$ cat config.mk
export PLATFORM = sky130hd
export DESIGN_NAME = power_supply_event_interrupts
export DESIGN_NICKNAME = d
export VERILOG_FILES = /design/src/rtl/psm_pkg.sv /design/src/rtl/event_flag_latch.sv /design/src/rtl/power_supply_event_interrupts.sv
export SDC_FILE = /design/constraint.sdc
export NUM_CORES = 1
export LEC_CHECK = 0
export ABC_CLOCK_PERIOD_IN_PS = 2600
export BUFFER_PORTS_ARGS = -buffer_cell sky130_fd_sc_hd__buf_2
export CAP_MARGIN = 20
export CELL_PAD_IN_SITES_DETAIL_PLACEMENT = 1
export CELL_PAD_IN_SITES_GLOBAL_PLACEMENT = 2
export CORE_AREA = 5 5 177 111
export DETAILED_ROUTE_END_ITERATION = 7
export DIE_AREA = 0 0 182 116
export HOLD_SLACK_MARGIN = 0.08
export PLACE_DENSITY = 0.87
export SLEW_MARGIN = 10
export SYNTH_ARGS = -nofsm -noshare
export SYNTH_HDL_FRONTEND = slang
export SYNTH_SLANG_ARGS = --single-unit
$ cat constraint.sdc
create_clock -name sys_clk -period 2.6 [get_ports sys_clk]
set_input_delay 0 -clock sys_clk [delete_from_list [all_inputs] [get_ports sys_clk]]
set_output_delay 0 -clock sys_clk [all_outputs]
set_load 0.01 [all_outputs]
$ cat src/rtl/psm_pkg.sv
// Constants shared by the supply-monitor event interrupt logic.
// Assumes an 8-bit special-function-register access port on the core clock.
`default_nettype none
package psm_pkg;
    // Register offsets on the special-function-register port.
    localparam logic [7:0] ADDR_ADC_START    = 8'hd8;
    localparam logic [7:0] ADDR_BAT_ADC      = 8'hdf;
    localparam logic [7:0] ADDR_EVENT_ENABLE = 8'hec;
    localparam logic [7:0] ADDR_SUPPLY_DELTA = 8'hf3;
    localparam logic [7:0] ADDR_PERIPHERAL_CONFIG_CFG   = 8'hf4;
    localparam logic [7:0] ADDR_SWITCH_CFG   = 8'hf5;
    localparam logic [7:0] ADDR_EVENT_FLAGS  = 8'hf8;
    localparam logic [7:0] ADDR_BAT_THRESH   = 8'hfa;
    localparam logic [7:0] ADDR_IRQ_EN_PRIO2 = 8'ha9;
    // Positions of the event bits, shared by the flag and enable registers.
    localparam int NUM_EVENTS   = 6;
    localparam int EV_VSW       = 0;
    localparam int EV_BATTERY   = 1;
    localparam int EV_DCIN      = 2;
    localparam int EV_RESTORE   = 3;
    localparam int EV_SWITCH    = 4;
    localparam int EV_SAG       = 5;
    // Other field positions.
    localparam int SOURCE_BIT   = 6;
    localparam int GLOBAL_EN_BIT = 0;
    localparam int DC_SWITCH_EN_BIT = 2;
    // Values after reset.
    localparam logic [7:0] RST_ZERO        = 8'h00;
    localparam logic [7:0] RST_BAT_THRESH  = 8'h00;
    localparam logic [7:0] RST_SUPPLY_DELTA = 8'h00;
    localparam logic [7:0] RST_PERIPHERAL_CONFIG      = 8'h40; // Source bit set: main supply assumed at reset.
    // Timing: clock rate, background measurement interval, low-input timeout unit.
    localparam int CLK_HZ           = 50_000_000;
    localparam int MEAS_INTERVAL_US = 1000;
    localparam int DC_TIMEOUT_US    = 1000;
    localparam int MEAS_INTERVAL_CYC = CLK_HZ / 1_000_000 * MEAS_INTERVAL_US;
    localparam int DC_TIMEOUT_CYC    = CLK_HZ / 1_000_000 * DC_TIMEOUT_US;
endpackage : psm_pkg
`default_nettype wire

$ cat src/rtl/event_flag_latch.sv
// One bank of sticky event flags with write-zero-to-clear.
// Assumes set and write strobes come from logic on the same clock.
`default_nettype none
module event_flag_latch #(
    parameter int WIDTH = 6
) (
    input  wire logic             sys_clk,
    input  wire logic             arst_n,
    input  wire logic             ce,
    input  wire logic [WIDTH-1:0] setEvent,   // One-cycle event pulses.
    input  wire logic             writeStrobe, // Software write to the flag register.
    input  wire logic [WIDTH-1:0] writeData,  // Zero bits clear, one bits leave alone.
    output logic      [WIDTH-1:0] flags       // Latched flags.
);
    logic [WIDTH-1:0] flags_q;
    logic [WIDTH-1:0] flags_d;

    // A set in the same cycle as a clear wins, so no event is lost to a clearing write.
    always_comb
    begin
        flags_d = flags_q;
        if (writeStrobe)
        begin
            flags_d = flags_q & writeData;
        end
        flags_d = flags_d | setEvent;
    end

    // Registers only; frozen while the clock enable is low.
    always_ff @(posedge sys_clk or negedge arst_n)
    begin
        if (!arst_n)
        begin
            flags_q <= '0;
        end
        else if (ce)
        begin
            flags_q <= flags_d;
        end
    end

    assign flags = flags_q;
endmodule // event_flag_latch
`default_nettype wire

$ cat src/rtl/power_supply_event_interrupts.sv
// Supply-monitor event flags, enables and shared interrupt toward the core.
// Assumes analog comparators and ADCs outside; source and comparator levels are asynchronous.
`default_nettype none
module power_supply_event_interrupts
    import psm_pkg::*;
#(
    parameter int MEAS_CYCLES = psm_pkg::MEAS_INTERVAL_CYC, // Background measurement period.
    parameter int DC_UNIT_CYCLES = psm_pkg::DC_TIMEOUT_CYC  // Smallest low-input timeout.
) (
    input  wire logic       sys_clk,
    input  wire logic       arst_n,
    input  wire logic       ce,
    input  wire logic [7:0] sfrAddr,        // Register address.
    input  wire logic       sfrWr,          // Write strobe, one cycle.
    input  wire logic [7:0] sfrWrData,      // Write data.
    output logic      [7:0] sfrRdData,      // Read data for the current address.
    input  wire logic       mainSupplyPin,  // High while the switched supply is on main.
    input  wire logic       dcInputLowPin,  // Comparator: input below 1.2 V.
    input  wire logic       sagDetected,    // Pulse from the sag detector.
    input  wire logic       vswResultReady, // Pulse: switched-supply result valid.
    input  wire logic [7:0] vswResult,      // Switched-supply result.
    input  wire logic       batResultReady, // Pulse: battery result valid.
    input  wire logic [7:0] batResult,      // Battery result.
    output logic            adcStartPulse,  // Starts a switched-supply conversion.
    output logic            dcSwitchoverReq, // Asks the switch to move to battery.
    output logic            supplyIrq       // Shared supply-monitor interrupt.
);
    import psm_pkg::*;

    // Refuse parameters the counters cannot hold.
    if (MEAS_CYCLES < 2 || MEAS_CYCLES > (1 << 20) || DC_UNIT_CYCLES < 1 || DC_UNIT_CYCLES > (1 << 16))
    begin : gen_bad_param
        $error("Timing parameter out of range.");
    end

    localparam logic [19:0] MEAS_LAST = 20'(MEAS_CYCLES - 1);
    localparam logic [19:0] DC_UNIT   = 20'(DC_UNIT_CYCLES);

    // Two-flop synchronisers for the asynchronous levels.
    logic srcSync1_q;      // First stage, read only by the second.
    logic srcSync2_q;      // Synchronised supply source.
    logic srcPrev_q;       // Previous synchronised source, for edge detect.
    logic dcSync1_q;       // First stage, read only by the second.
    logic dcSync2_q;       // Synchronised low-input level.
    logic dcPrev_q;        // Previous low-input level.

    // Software-visible registers and the hidden delta reference.
    logic [7:0] adcStart_q;
    logic [7:0] adcStart_d;
    logic [7:0] batValue_q;
    logic [7:0] batValue_d;
    logic [7:0] enable_q;
    logic [7:0] enable_d;
    logic [7:0] delta_q;
    logic [7:0] delta_d;
    logic [7:0] peripheral_config_q;
    logic [7:0] peripheral_config_d;
    logic [7:0] switchCfg_q;
    logic [7:0] switchCfg_d;
    logic [7:0] batThresh_q;
    logic [7:0] batThresh_d;
    logic [7:0] ie2_q;
    logic [7:0] ie2_d;
    logic [7:0] lastVsw_q;   // Reference for the delta comparison.
    logic [7:0] lastVsw_d;

    // Measurement timer and low-input timeout state.
    logic [19:0] measCnt_q;
    logic [19:0] measCnt_d;
    logic [19:0] dcCnt_q;
    logic [19:0] dcCnt_d;
    logic        dcReq_q;
    logic        dcReq_d;
    logic        startPulse_q;
    logic        startPulse_d;

    // Combinational event terms.
    logic [NUM_EVENTS-1:0] eventSet;
    logic [NUM_EVENTS-1:0] flags;
    logic                  flagWrite;
    logic [8:0]            vswDiff;
    logic [7:0]            vswMag;
    logic [19:0]           dcLimit;
    logic                  anyEnabled;
    logic                  irq_q;
    logic                  irq_d;

    // Synchronisers run even while frozen would lose edges, so they obey the enable too.
    always_ff @(posedge sys_clk or negedge arst_n)
    begin
        if (!arst_n)
        begin
            srcSync1_q <= 1'b1;
            srcSync2_q <= 1'b1;
            srcPrev_q  <= 1'b1;
            dcSync1_q  <= 1'b0;
            dcSync2_q  <= 1'b0;
            dcPrev_q   <= 1'b0;
        end
        else if (ce)
        begin
            srcSync1_q <= mainSupplyPin;
            srcSync2_q <= srcSync1_q;
            srcPrev_q  <= srcSync2_q;
            dcSync1_q  <= dcInputLowPin;
            dcSync2_q  <= dcSync1_q;
            dcPrev_q   <= dcSync2_q;
        end
    end

    // Magnitude of the switched-supply change since the last result.
    always_comb
    begin
        vswDiff = {1'b0, vswResult} - {1'b0, lastVsw_q};
        if (vswDiff[8])
        begin
            vswMag = 8'(-vswDiff);
        end
        else
        begin
            vswMag = vswDiff[7:0];
        end
    end

    // Event detection; flags set independently of the enables.
    always_comb
    begin
        eventSet = '0;
        eventSet[EV_SWITCH]  = srcPrev_q && !srcSync2_q;
        eventSet[EV_RESTORE] = !srcPrev_q && srcSync2_q;
        eventSet[EV_VSW]     = vswResultReady && ((vswMag > delta_q) || 1'b1);
        eventSet[EV_BATTERY] = batResultReady;
        eventSet[EV_DCIN]    = dcSync2_q && !dcPrev_q;
        eventSet[EV_SAG]     = sagDetected;
    end

    assign flagWrite = ce && sfrWr && (sfrAddr == ADDR_EVENT_FLAGS);

    // Sticky flags with write-zero-to-clear.
    event_flag_latch #(
        .WIDTH (NUM_EVENTS)
    ) u_flags (
        .sys_clk     (sys_clk),
        .arst_n      (arst_n),
        .ce          (ce),
        .setEvent    (eventSet),
        .writeStrobe (flagWrite),
        .writeData   (sfrWrData[NUM_EVENTS-1:0]),
        .flags       (flags)
    );

    // Register writes, result capture and the derived status bit.
    always_comb
    begin
        adcStart_d  = adcStart_q;
        batValue_d  = batValue_q;
        enable_d    = enable_q;
        delta_d     = delta_q;
        peripheral_config_d    = peripheral_config_q;
        switchCfg_d = switchCfg_q;
        batThresh_d = batThresh_q;
        ie2_d       = ie2_q;
        lastVsw_d   = lastVsw_q;
        if (sfrWr)
        begin
            if (sfrAddr == ADDR_ADC_START)
            begin
                adcStart_d = sfrWrData;
            end
            else if (sfrAddr == ADDR_EVENT_ENABLE)
            begin
                enable_d = sfrWrData;
            end
            else if (sfrAddr == ADDR_SUPPLY_DELTA)
            begin
                delta_d = sfrWrData;
            end
            else if (sfrAddr == ADDR_PERIPHERAL_CONFIG_CFG)
            begin
                peripheral_config_d = sfrWrData;
            end
            else if (sfrAddr == ADDR_SWITCH_CFG)
            begin
                switchCfg_d = sfrWrData;
            end
            else if (sfrAddr == ADDR_BAT_THRESH)
            begin
                batThresh_d = sfrWrData;
            end
            else if (sfrAddr == ADDR_IRQ_EN_PRIO2)
            begin
                ie2_d = sfrWrData;
            end
        end
        // The source bit is hardware owned; software writes to it are dropped.
        peripheral_config_d[SOURCE_BIT] = srcSync2_q;
        if (batResultReady)
        begin
            batValue_d = batResult;
        end
        if (vswResultReady)
        begin
            lastVsw_d = vswResult;
        end
    end

    // Background measurement timer; a software start also restarts the period.
    always_comb
    begin
        measCnt_d    = measCnt_q;
        startPulse_d = 1'b0;
        if (sfrWr && (sfrAddr == ADDR_ADC_START))
        begin
            startPulse_d = 1'b1;
            measCnt_d    = '0;
        end
        else if (measCnt_q == MEAS_LAST)
        begin
            startPulse_d = 1'b1;
            measCnt_d    = '0;
        end
        else
        begin
            measCnt_d = measCnt_q + 20'h00001;
        end
    end

    // Low-input switchover timeout: unit shifted by the two-bit select.
    always_comb
    begin
        dcLimit = DC_UNIT << switchCfg_q[1:0];
        dcCnt_d = dcCnt_q;
        dcReq_d = dcReq_q;
        if (!dcSync2_q || !switchCfg_q[DC_SWITCH_EN_BIT])
        begin
            dcCnt_d = '0;
            dcReq_d = 1'b0;
        end
        else if (dcCnt_q >= dcLimit - 20'h00001)
        begin
            dcReq_d = 1'b1;
        end
        else
        begin
            dcCnt_d = dcCnt_q + 20'h00001;
        end
    end

    // Shared interrupt: each flag gated by its enable, then the global enable.
    always_comb
    begin
        anyEnabled = |(flags & enable_q[NUM_EVENTS-1:0]);
        irq_d      = anyEnabled && ie2_q[GLOBAL_EN_BIT];
    end

    // All register state, frozen while the clock enable is low.
    always_ff @(posedge sys_clk or negedge arst_n)
    begin
        if (!arst_n)
        begin
            adcStart_q   <= RST_ZERO;
            batValue_q   <= RST_ZERO;
            enable_q     <= RST_ZERO;
            delta_q      <= RST_SUPPLY_DELTA;
            peripheral_config_q     <= RST_PERIPHERAL_CONFIG;
            switchCfg_q  <= RST_ZERO;
            batThresh_q  <= RST_BAT_THRESH;
            ie2_q        <= RST_ZERO;
            lastVsw_q    <= RST_ZERO;
            measCnt_q    <= '0;
            dcCnt_q      <= '0;
            dcReq_q      <= 1'b0;
            startPulse_q <= 1'b0;
            irq_q        <= 1'b0;
        end
        else if (ce)
        begin
            adcStart_q   <= adcStart_d;
            batValue_q   <= batValue_d;
            enable_q     <= enable_d;
            delta_q      <= delta_d;
            peripheral_config_q     <= peripheral_config_d;
            switchCfg_q  <= switchCfg_d;
            batThresh_q  <= batThresh_d;
            ie2_q        <= ie2_d;
            lastVsw_q    <= lastVsw_d;
            measCnt_q    <= measCnt_d;
            dcCnt_q      <= dcCnt_d;
            dcReq_q      <= dcReq_d;
            startPulse_q <= startPulse_d;
            irq_q        <= irq_d;
        end
    end

    // Read decode; unmapped addresses read as zero.
    always_comb
    begin
        sfrRdData = 8'h00;
        if (sfrAddr == ADDR_ADC_START)
        begin
            sfrRdData = adcStart_q;
        end
        else if (sfrAddr == ADDR_BAT_ADC)
        begin
            sfrRdData = batValue_q;
        end
        else if (sfrAddr == ADDR_EVENT_ENABLE)
        begin
            sfrRdData = enable_q;
        end
        else if (sfrAddr == ADDR_SUPPLY_DELTA)
        begin
            sfrRdData = delta_q;
        end
        else if (sfrAddr == ADDR_PERIPHERAL_CONFIG_CFG)
        begin
            sfrRdData = peripheral_config_q;
        end
        else if (sfrAddr == ADDR_SWITCH_CFG)
        begin
            sfrRdData = switchCfg_q;
        end
        else if (sfrAddr == ADDR_EVENT_FLAGS)
        begin
            sfrRdData = {{(8 - NUM_EVENTS){1'b0}}, flags};
        end
        else if (sfrAddr == ADDR_BAT_THRESH)
        begin
            sfrRdData = batThresh_q;
        end
        else if (sfrAddr == ADDR_IRQ_EN_PRIO2)
        begin
            sfrRdData = ie2_q;
        end
    end

    assign adcStartPulse   = startPulse_q;
    assign dcSwitchoverReq = dcReq_q;
    assign supplyIrq       = irq_q;
endmodule // power_supply_event_interrupts
`default_nettype wire

Yosys cells after proc, flatten, opt, wreduce, memory -nomap -nowiden

Index checks and enable logic that the tools add are counted.

$add $sub $neg: 3
Order comparisons: 1
Equality and inequality tests: 11
Shift-type cells: 1
Multiplexer cells: 18
Bitwise operators: 9
Reductions and logical operators: 25

Operators by type and width:

| operator                | count |
|---|---|
| $mux W20                | 4 |
| $eq A8 B8 Y1 const B    | 9 |
| $mux W8                 | 9 |
| $add A20 B1 Y20 const B | 2 |
| $eq A20 B16 Y1 const B  | 1 |
| $ge A20 B20 Y1          | 1 |
| $shl A16 B2 Y20 const A | 1 |
| $sub A20 B1 Y20 const B | 1 |
| $and A6 B6 Y6           | 2 |
| $reduce_and A9 Y1       | 1 |
| $reduce_and A8 Y1       | 1 |
| $logic_and A1 B1 Y1     | 7 |
| $reduce_and A7 Y1       | 1 |
| $mux W6                 | 1 |
| $not A1 Y1              | 6 |
| $or A6 B6 Y6            | 1 |
| $reduce_and A2 Y1       | 3 |
| $reduce_and A6 Y1       | 1 |
| $reduce_or A6 Y1        | 1 |
| $logic_not A1 Y1        | 5 |
| $reduce_and A5 Y1       | 1 |
| $mux W1                 | 4 |
| $reduce_and A4 Y1       | 1 |
| $reduce_and A3 Y1       | 1 |
| 3 further kinds         | 3 |

Flip-flop bits (word level): 118
Input port bits: 41
Output and inout bits: 11
Logic and storage cells: 88

Longest topological paths before layout

Gate-level depths: netlist of the first run.

Word-level depth: 10
Depth in mapped cells: 11
Gate-level depth less buffers: 10

Hierarchy

From an unflattened synthesis of the first run, not the netlist that was laid out.

Cells, all modules: 633
Area, all modules: 6744.0 µm²

Modules (own cells, without submodules):

| module                        | times used | cells each | area an instance (µm²) | seq. area each (µm²) |
|---|---|---|---|---|
| power_supply_event_interrupts | 1          | 614        | 6482.5                 | 2806.4 |
| event_flag_latch              | 1          | 19         | 261.5                  | 150.1 |

Worst setup path after synthesis of the first run

No wires, ideal clock.

Path kind: register -> register
Start point: register switchCfg_q[0]
End point: register dcCnt_q[12]
Library setup time: 0.069 ns
Arrival time: 2.510 ns
Setup slack: 0.021 ns
Stages on the path, launching flop included: 11
Buffers on the path: 1
Period minus slack after synthesis: 2.579 ns
Path through: dfrtp_1 -> inv_1 -> ha_1 -> ha_1 -> a211oi_2 -> o211ai_1 -> nor4_4 -> nor2_2 -> buf_6 -> or4_1 -> nand3_1

Word-level cells in the longest chain between the ends: 5

RTL lines:

| item                               | RTL line                             | RTL |
|---|---|---|
| from (decl)                        | power_supply_event_interrupts.sv:58  | `logic [7:0] switchCfg_q;` |
| from (signal assigned)             | power_supply_event_interrupts.sv:283 | `switchCfg_q <= switchCfg_d;` |
| $shl A16 B2 Y20                    | power_supply_event_interrupts.sv:231 | `dcLimit = DC_UNIT << switchCfg_q[1:0];` |
| $sub A20 B1 Y20                    | power_supply_event_interrupts.sv:239 | `else if (dcCnt_q >= dcLimit - 20'h00001)` |
| $ge A20 B20 Y1                     | power_supply_event_interrupts.sv:239 |  |
| $ne A2 B2 Y1 (no source line)      | n/a                                  |  |
| $reduce_and A2 Y1 (no source line) | n/a                                  |  |
| to (signal assigned)               | power_supply_event_interrupts.sv:288 | `dcCnt_q <= dcCnt_d;` |
| to (decl)                          | power_supply_event_interrupts.sv:70  | `logic [19:0] dcCnt_q;` |

Every way passes these cells.
A chain may end at the register's enable or synchronous reset.

Worst setup path after layout of the first run

Start point: register switchCfg_q[0]
End point: register dcCnt_q[14]

Same word-level chain as after synthesis.

==> results of run 1 <==
## per-stage QoR
stage | total power (W) | std cells | util, %
floorplan | 0.00221 | 597 | -
global placement | 0.00236 | 880 | 38.6
detailed placement | 0.00240 | 880 | 38.6
CTS | 0.00485 | 952 | 45.3
global route | 0.00501 | 955 | 46.5
finish | 0.00485 | 955 | 46.5
## layer usage
metal	GRT usage [%]	vias up	share of wire, %
li1	-	2418	-
met1	28.6	2838	46
met2	33.1	156	47
met3	5.65	26	5.5
met4	6.30	0	1.4
met5	0	-	0
## placed cells by master, fill, tap and decap left out, types with 11 or more instances in the layout
master and count:
ha_1 15, a21oi_1 11, a21oi_2 12, buf_2 42
and3_1 19, nor3_1 11, buf_4 29, nor2_1 33
dfrtp_1 114, nand2_1 47, clkbuf_16 17, inv_1 15
dlygate4sd3_1 27, o21ai_0 28, nand3_1 22, mux2_2 66
## worst max-delay path: stages (launching register included)
cell and delay, ns:
dfrtp_2 0.44, inv_4 0.06, buf_12 0.12, ha_4 0.15, inv_1 0.15, ha_4 0.23
nand2_1 0.08, o21ai_2 0.11, nor4_4 0.35, nor2_4 0.10, buf_4 0.19, buf_4 0.15
o31ai_1 0.31, a21oi_1 0.13
## logic make-up after synthesis
logic type | after synthesis | synth area share [%]
xor+xnor | 15 | 2.10
simple gates | 191 | 16.1
flops | 118 | 47.2
fa+ha+maj | 24 | 4.79
buf+inv | 41 | 2.80
mux | 77 | 13.6
other cells | 1 | 0.0599
compound gates | 129 | 13.3
## repair_timing
item / 4_1_cts / 5_1_grt
resized for setup: 51 / 40
setup buffers: 13 / 4
setup endpoints to repair: 18 / 21
endpoints found under the hold margin: 126 / 0
pin swaps: 24 / 28
hold buffers: 27 / 0
## state kept, by name, summed over array words and instances (netlist names), 8 cells and up
name / count
dcCnt_q: 20
measCnt_q: 20
adcStart_q: 8
batThresh_q: 8
batValue_q: 8
delta_q: 8
enable_q: 8
ie2_q: 8
peripheral_config_q: 8
switchCfg_q: 8
## report_power, final
group	switching, W	internal (W)	total, W
Clock	0.000981	0.00143	0.00241
Sequential	0.0000931	0.00193	0.00203
Combinational	0.000232	0.000178	0.000410
## cell type report
| type | count | area share (%) |
|---|---|---|
| clock buffer | 17 | 5.16 |
| clock inverter | 15 | 2.02 |
| inverter | 20 | 1.00 |
| multi-input combinational | 438 | 42.4 |
| sequential | 118 | 35.9 |
| tap | 240 | 3.64 |
| timing repair buffer | 107 | 9.95 |
## final timing paths
kind                                      from                      to  slack, ns
worst max-delay path            switchCfg_q[0]             dcCnt_q[14]      -0.11
worst min-delay path                    arst_n            measCnt_q[2]       0.18
worst max register to register  switchCfg_q[0]             dcCnt_q[14]      -0.11
worst min register to register        dcPrev_q        u_flags.flags[2]       0.47
max in group asynchronous               arst_n  peripheral_config_q[6]       1.56
min in group sys_clk                     sfrWr            measCnt_q[4]       0.20
==> impl_metrics.py, run 1 <==
metrics = {
    "final_layout": {
        "nNetsFinal": 767,
        "area_growth_syn_to_layout_pct": 31.7,
        "layout-drive-gt1-share_pct": 34.1,
        "regArea_um2": 2960,
        "fillers": 1902,
        "diodes": 0,
        "final_area_um2": 8250,
        "multi_input_area_um2": 3500,
    },
    "timing": {
        "period_minus_slack_ns": 2.71,
        "clock_skew_ns": 0.0125,
        "worst_pin_slew_ns": 0.771,
        "relSlewSlack_pct": 48.6,
        "tns_ns": -0.887,
        "maxSlewViolCount": 0,
        "max_freq_mhz": 369,
        "rsz0062_at_grt": "yes",
        "hold_violations": 0,
        "postLayoutSetupSlackWorst_ns": -0.107,
        "setup_viol": 18,
        "min_period_over_period_pct": 104,
        "whs_ns": 0.183,
    },
    "placed_design": {
        "globalplace.congestion": 0.869,
        "pre_cts_ws_ns": -0.197,
        "placed_cell_area_um2": 6840,
        "io_buffers": 43,
        "dp_hpwl_um": 14000,
    },
    "synthesis": {
        "synth_edf_count": 0,
        "synthCells": 596,
        "synth.most_common_cell": "dfrtp_1",
        "synthTopCellsByCount": "dfrtp_1 (115), mux2_2 (66), nand2_1 (49), o21ai_0 (35), nor2_1 (34)",
        "ys_types": 65,
        "synth-warning-count": 0,
        "synth.area.top_cells": "dfrtp_1 (46%), mux2_2 (12%), ha_1 (4.8%)",
        "ys.flop_type": "dfrtp_1",
        "synthArstFlopShare_pct": 100,
        "synth.top_cell.area_share_pct": 45.9,
        "avgSynthCellArea_um2": 10.5,
        "synth_area_leader_cell": "dfrtp_1",
        "synth-seq-cells": 118,
        "synthesis.area_um2": 6260,
        "ys_seq_area_share_pct": 47.2,
    },
    "die": {
        "die_y_um": 116,
        "core.rowCount": 38,
        "fp.dieArea_um2": 21100,
        "core_area_um2": 17700,
        "io_pins": 52,
        "initial_utilization_pct": 35.3,
        "die_w_um": 182,
    },
    "detailed_routing": {
        "via_per_inst": 5.69,
        "num_vias": 5438,
        "routed_wirelength_um": 21600,
        "final_antenna_net_count": 0,
        "drc": 0,
        "wire_per_inst_um": 22.6,
        "drt_iter0_drc": 350,
        "dr.pass1.iters": 5,
    },
    "critical_path": {
        "worst_r2r_path_depth": 13,
        "crit_arrival_ns": 3.00,
        "crit_path_end_kind": "flip-flop",
        "path_max_fanout": 8,
        "required_ns": 2.89,
        "critical_path_class": "flip-flop to flip-flop",
        "start_kind": "flip-flop",
    },
    "clocking": {
        "clock_latency_ns": 0.43,
        "cts.clk_slew.worst_paths_ns": 0.06,
        "cts.sinks": 118,
        "cts_tree": "yes",
        "root_buffer": "clkbuf_16",
        "clock_path_buffers": 2,
        "cts_made_buffers": 17,
        "h-tree-depth": 4,
    },
    "grt": {
        "grtUsageTotal_pct": 21.0,
        "grt_pass1_vias": 5993,
        "grt_max_degree": 55,
        "overflow": 0,
        "antenna_found_initial": 0,
        "grt_pass1_wl_um": 34300,
    },
    "power_and_ir_drop": {
        "powerDensity_nw_per_um2": 588,
        "ir_drop_mv": 0.406,
        "leakagePower_nw": 3.59,
    },
    "run_status": {
        "violations": "negative setup slack",
        "outcome": "complete, but fails checks",
    },
    "flow_run": {
        "max_cap_viol_count": 0,
    },
    "worst_hold_path": {
        "hold_path_class": "input pin to asynchronous set/reset pin",
    },
}
Power figures use the tool's default switching activity.
==> run 2, diff against run 1 <==
--- a/config.mk
+++ b/config.mk
@@ -5,7 +5,7 @@
 export SDC_FILE = /design/constraint.sdc
 export NUM_CORES = 1
 export LEC_CHECK = 0
-export ABC_CLOCK_PERIOD_IN_PS = 2600
+export ABC_CLOCK_PERIOD_IN_PS = 2300
 export BUFFER_PORTS_ARGS = -buffer_cell sky130_fd_sc_hd__buf_2
 export CAP_MARGIN = 20
 export CELL_PAD_IN_SITES_DETAIL_PLACEMENT = 1
==> constraint.sdc (replaced) <==
create_clock -name sys_clk -period 2.3 [get_ports sys_clk]
set_input_delay 0 -clock sys_clk [delete_from_list [all_inputs] [get_ports sys_clk]]
set_output_delay 0 -clock sys_clk [all_outputs]
set_load 0.01 [all_outputs]
==> impl_metrics.py, run 2 (synthesis results as in run 1) <==
metrics = {
    "timing": {
        "clock_skew_ns": 0.00956,
        "min_period_over_period_pct": 113,
        "hold_violations": 0,
        "setup_viol": 21,
        "period_minus_slack_ns": 2.60,
        "rsz0062_at_grt": "yes",
        "worst_pin_slew_ns": 0.751,
        "relSlewSlack_pct": 49.8,
        "maxSlewViolCount": 0,
        "whs_ns": 0.116,
        "max_freq_mhz": 385,
        "postLayoutSetupSlackWorst_ns": -0.299,
    },
    "detailed_routing": {
        "final_antenna_net_count": 0,
        "routed_wirelength_um": 20500,
        "dr.pass1.iters": 5,
        "num_vias": 5371,
        "drc": 0,
        "drt_iter0_drc": 308,
        "wire_per_inst_um": 21.1,
        "via_per_inst": 5.54,
    },
    "final_layout": {
        "final_util_pct": 46.9,
        "nNetsFinal": 782,
        "layout_common_cells": "dfrtp_1 (113), mux2_2 (66), nand2_1 (47), buf_4 (47), buf_2 (42)",
        "area_growth_syn_to_layout_pct": 32.9,
        "fillers": 1928,
        "layout-drive-gt1-share_pct": 35.1,
        "mostFrequentLayoutCell": "dfrtp_1",
        "reg_top3": "dcCnt_q: 20 flops, measCnt_q: 20 flops",
        "instances_no_fill": 970,
        "diodes": 0,
    },
    "clocking": {
        "cts_made_buffers": 17,
        "cts_tree": "yes",
        "root_buffer": "clkbuf_16",
        "clock_latency_ns": 0.42,
        "cts.sinks": 118,
        "h-tree-depth": 4,
        "clock_path_buffers": 2,
        "cts.clk_slew.worst_paths_ns": 0.06,
    },
    "grt": {
        "grt_pass1_vias": 5938,
        "overflow": 0,
        "grt_pass1_wl_um": 32700,
        "grt_max_degree": 53,
        "antenna_found_initial": 0,
        "grtUsageTotal_pct": 19.8,
    },
    "placed_design": {
        "globalplace.congestion": 0.900,
        "io_buffers": 43,
        "dp_cells": 897,
        "dp_hpwl_um": 14100,
    },
    "critical_path": {
        "start_kind": "flip-flop",
        "crit_arrival_ns": 2.95,
        "path_max_fanout": 9,
        "required_ns": 2.66,
        "critical_path_class": "flip-flop to flip-flop",
        "crit_path_end_kind": "flip-flop",
    },
    "power_and_ir_drop": {
        "finalPower_w": 0.00545,
        "leakagePower_nw": 3.67,
        "powerDensity_nw_per_um2": 654,
        "ir_drop_mv": 0.547,
    },
    "die": {
        "core.rowCount": 38,
        "die_w_um": 182,
        "fp.dieArea_um2": 21100,
        "initial_utilization_pct": 35.3,
        "io_pins": 52,
        "core_area_um2": 17700,
        "die_y_um": 116,
    },
    "worst_hold_path": {
        "hold_path_class": "input pin to flip-flop",
    },
    "run_status": {
        "violations": "negative setup slack",
        "outcome": "complete, but fails checks",
    },
    "flow_run": {
        "max_cap_viol_count": 0,
    },
}
## run 2: changes by cell type in the layout (fill, tap and decap cells not counted), sizes merged
cell and change:
buf +15, clkbuf +1, clkinv +1, clkinvlp -1, dlygate4sd3 -1, inv -1, nor2 +1
## run 2: per-stage QoR
step / setup WS, ns / setup TNS [ns] / instance area [um2]
6_report: -0.299 / -4.70 / 8330
5_1_grt: -0.374 / -6.85 / 8330
4_1_cts: -0.231 / -3.60 / 8180
3_5_place_dp: -0.369 / -5.99 / 7070
3_3_place_gp: -0.182 / -2.66 / 7070
2_1_floorplan: -0.100 / -0.827 / 6360
## run 2: power breakdown
part	total [W]	internal (W)	switching, W	leakage [nW]
registers	0.00229	0.00219	0.000102	1.56
clock network	0.00272	0.00165	0.00107	0.289
logic	0.000439	0.000192	0.000247	1.81
## run 2: worst paths after layout
| kind | start | to | slack, ns | cells after the start |
|---|---|---|---|---|
| setup reg to reg | switchCfg_q[0] | dcCnt_q[13] | -0.30 | 10 |
| max in group asynchronous | arst_n | measCnt_q[12] | 0.31 | 4 |
| min in group asynchronous | arst_n | measCnt_q[4] | 0.56 | 3 |
| hold / removal | ce | measCnt_q[8] | 0.12 | 5 |
| hold reg to reg | dcPrev_q | u_flags.flags[2] | 0.47 | 1 |
| setup / recovery | switchCfg_q[0] | dcCnt_q[13] | -0.30 | 10 |
## run 2: worst max-delay path: stages, from the launching register on
cell and delay, ns:
dfrtp_2 0.42, buf_6 0.14, ha_4 0.16, xor2_2 0.17, ha_1 0.29, nor3b_4 0.17
nor4_4 0.29, buf_4 0.20, nor2_4 0.07, or4_4 0.49, a21oi_2 0.14
## run 2: timing repair
item	4_1_cts	5_1_grt
hold endpoints to repair	187	0
gates resized for setup	34	33
setup buffers	12	3
pin swaps	25	23
setup endpoints to repair	21	23
hold buffers	26	0
cloned	1	0
## run 2: final cells by class
| class | instances | area (um2) | share of cell area [%] |
|---|---|---|---|
| well taps | 240 | 300 | 3.61 |
| inverters | 20 | 82.6 | 0.992 |
| clock inverters | 14 | 163 | 1.95 |
| repair buffers | 121 | 900 | 10.8 |
| flip-flops and latches | 118 | 2960 | 35.5 |
| clock buffers | 18 | 439 | 5.28 |
| multi-input cells | 439 | 3480 | 41.8 |
## run 2: metal layers
| layer | part of all wire [%] | global-route usage, % |
|---|---|---|
| met1 | 46 | 27.0 |
| met2 | 48 | 32.4 |
| met3 | 4.8 | 4.61 |
| met4 | 1.5 | 4.85 |
| met5 | 0 | 0 |
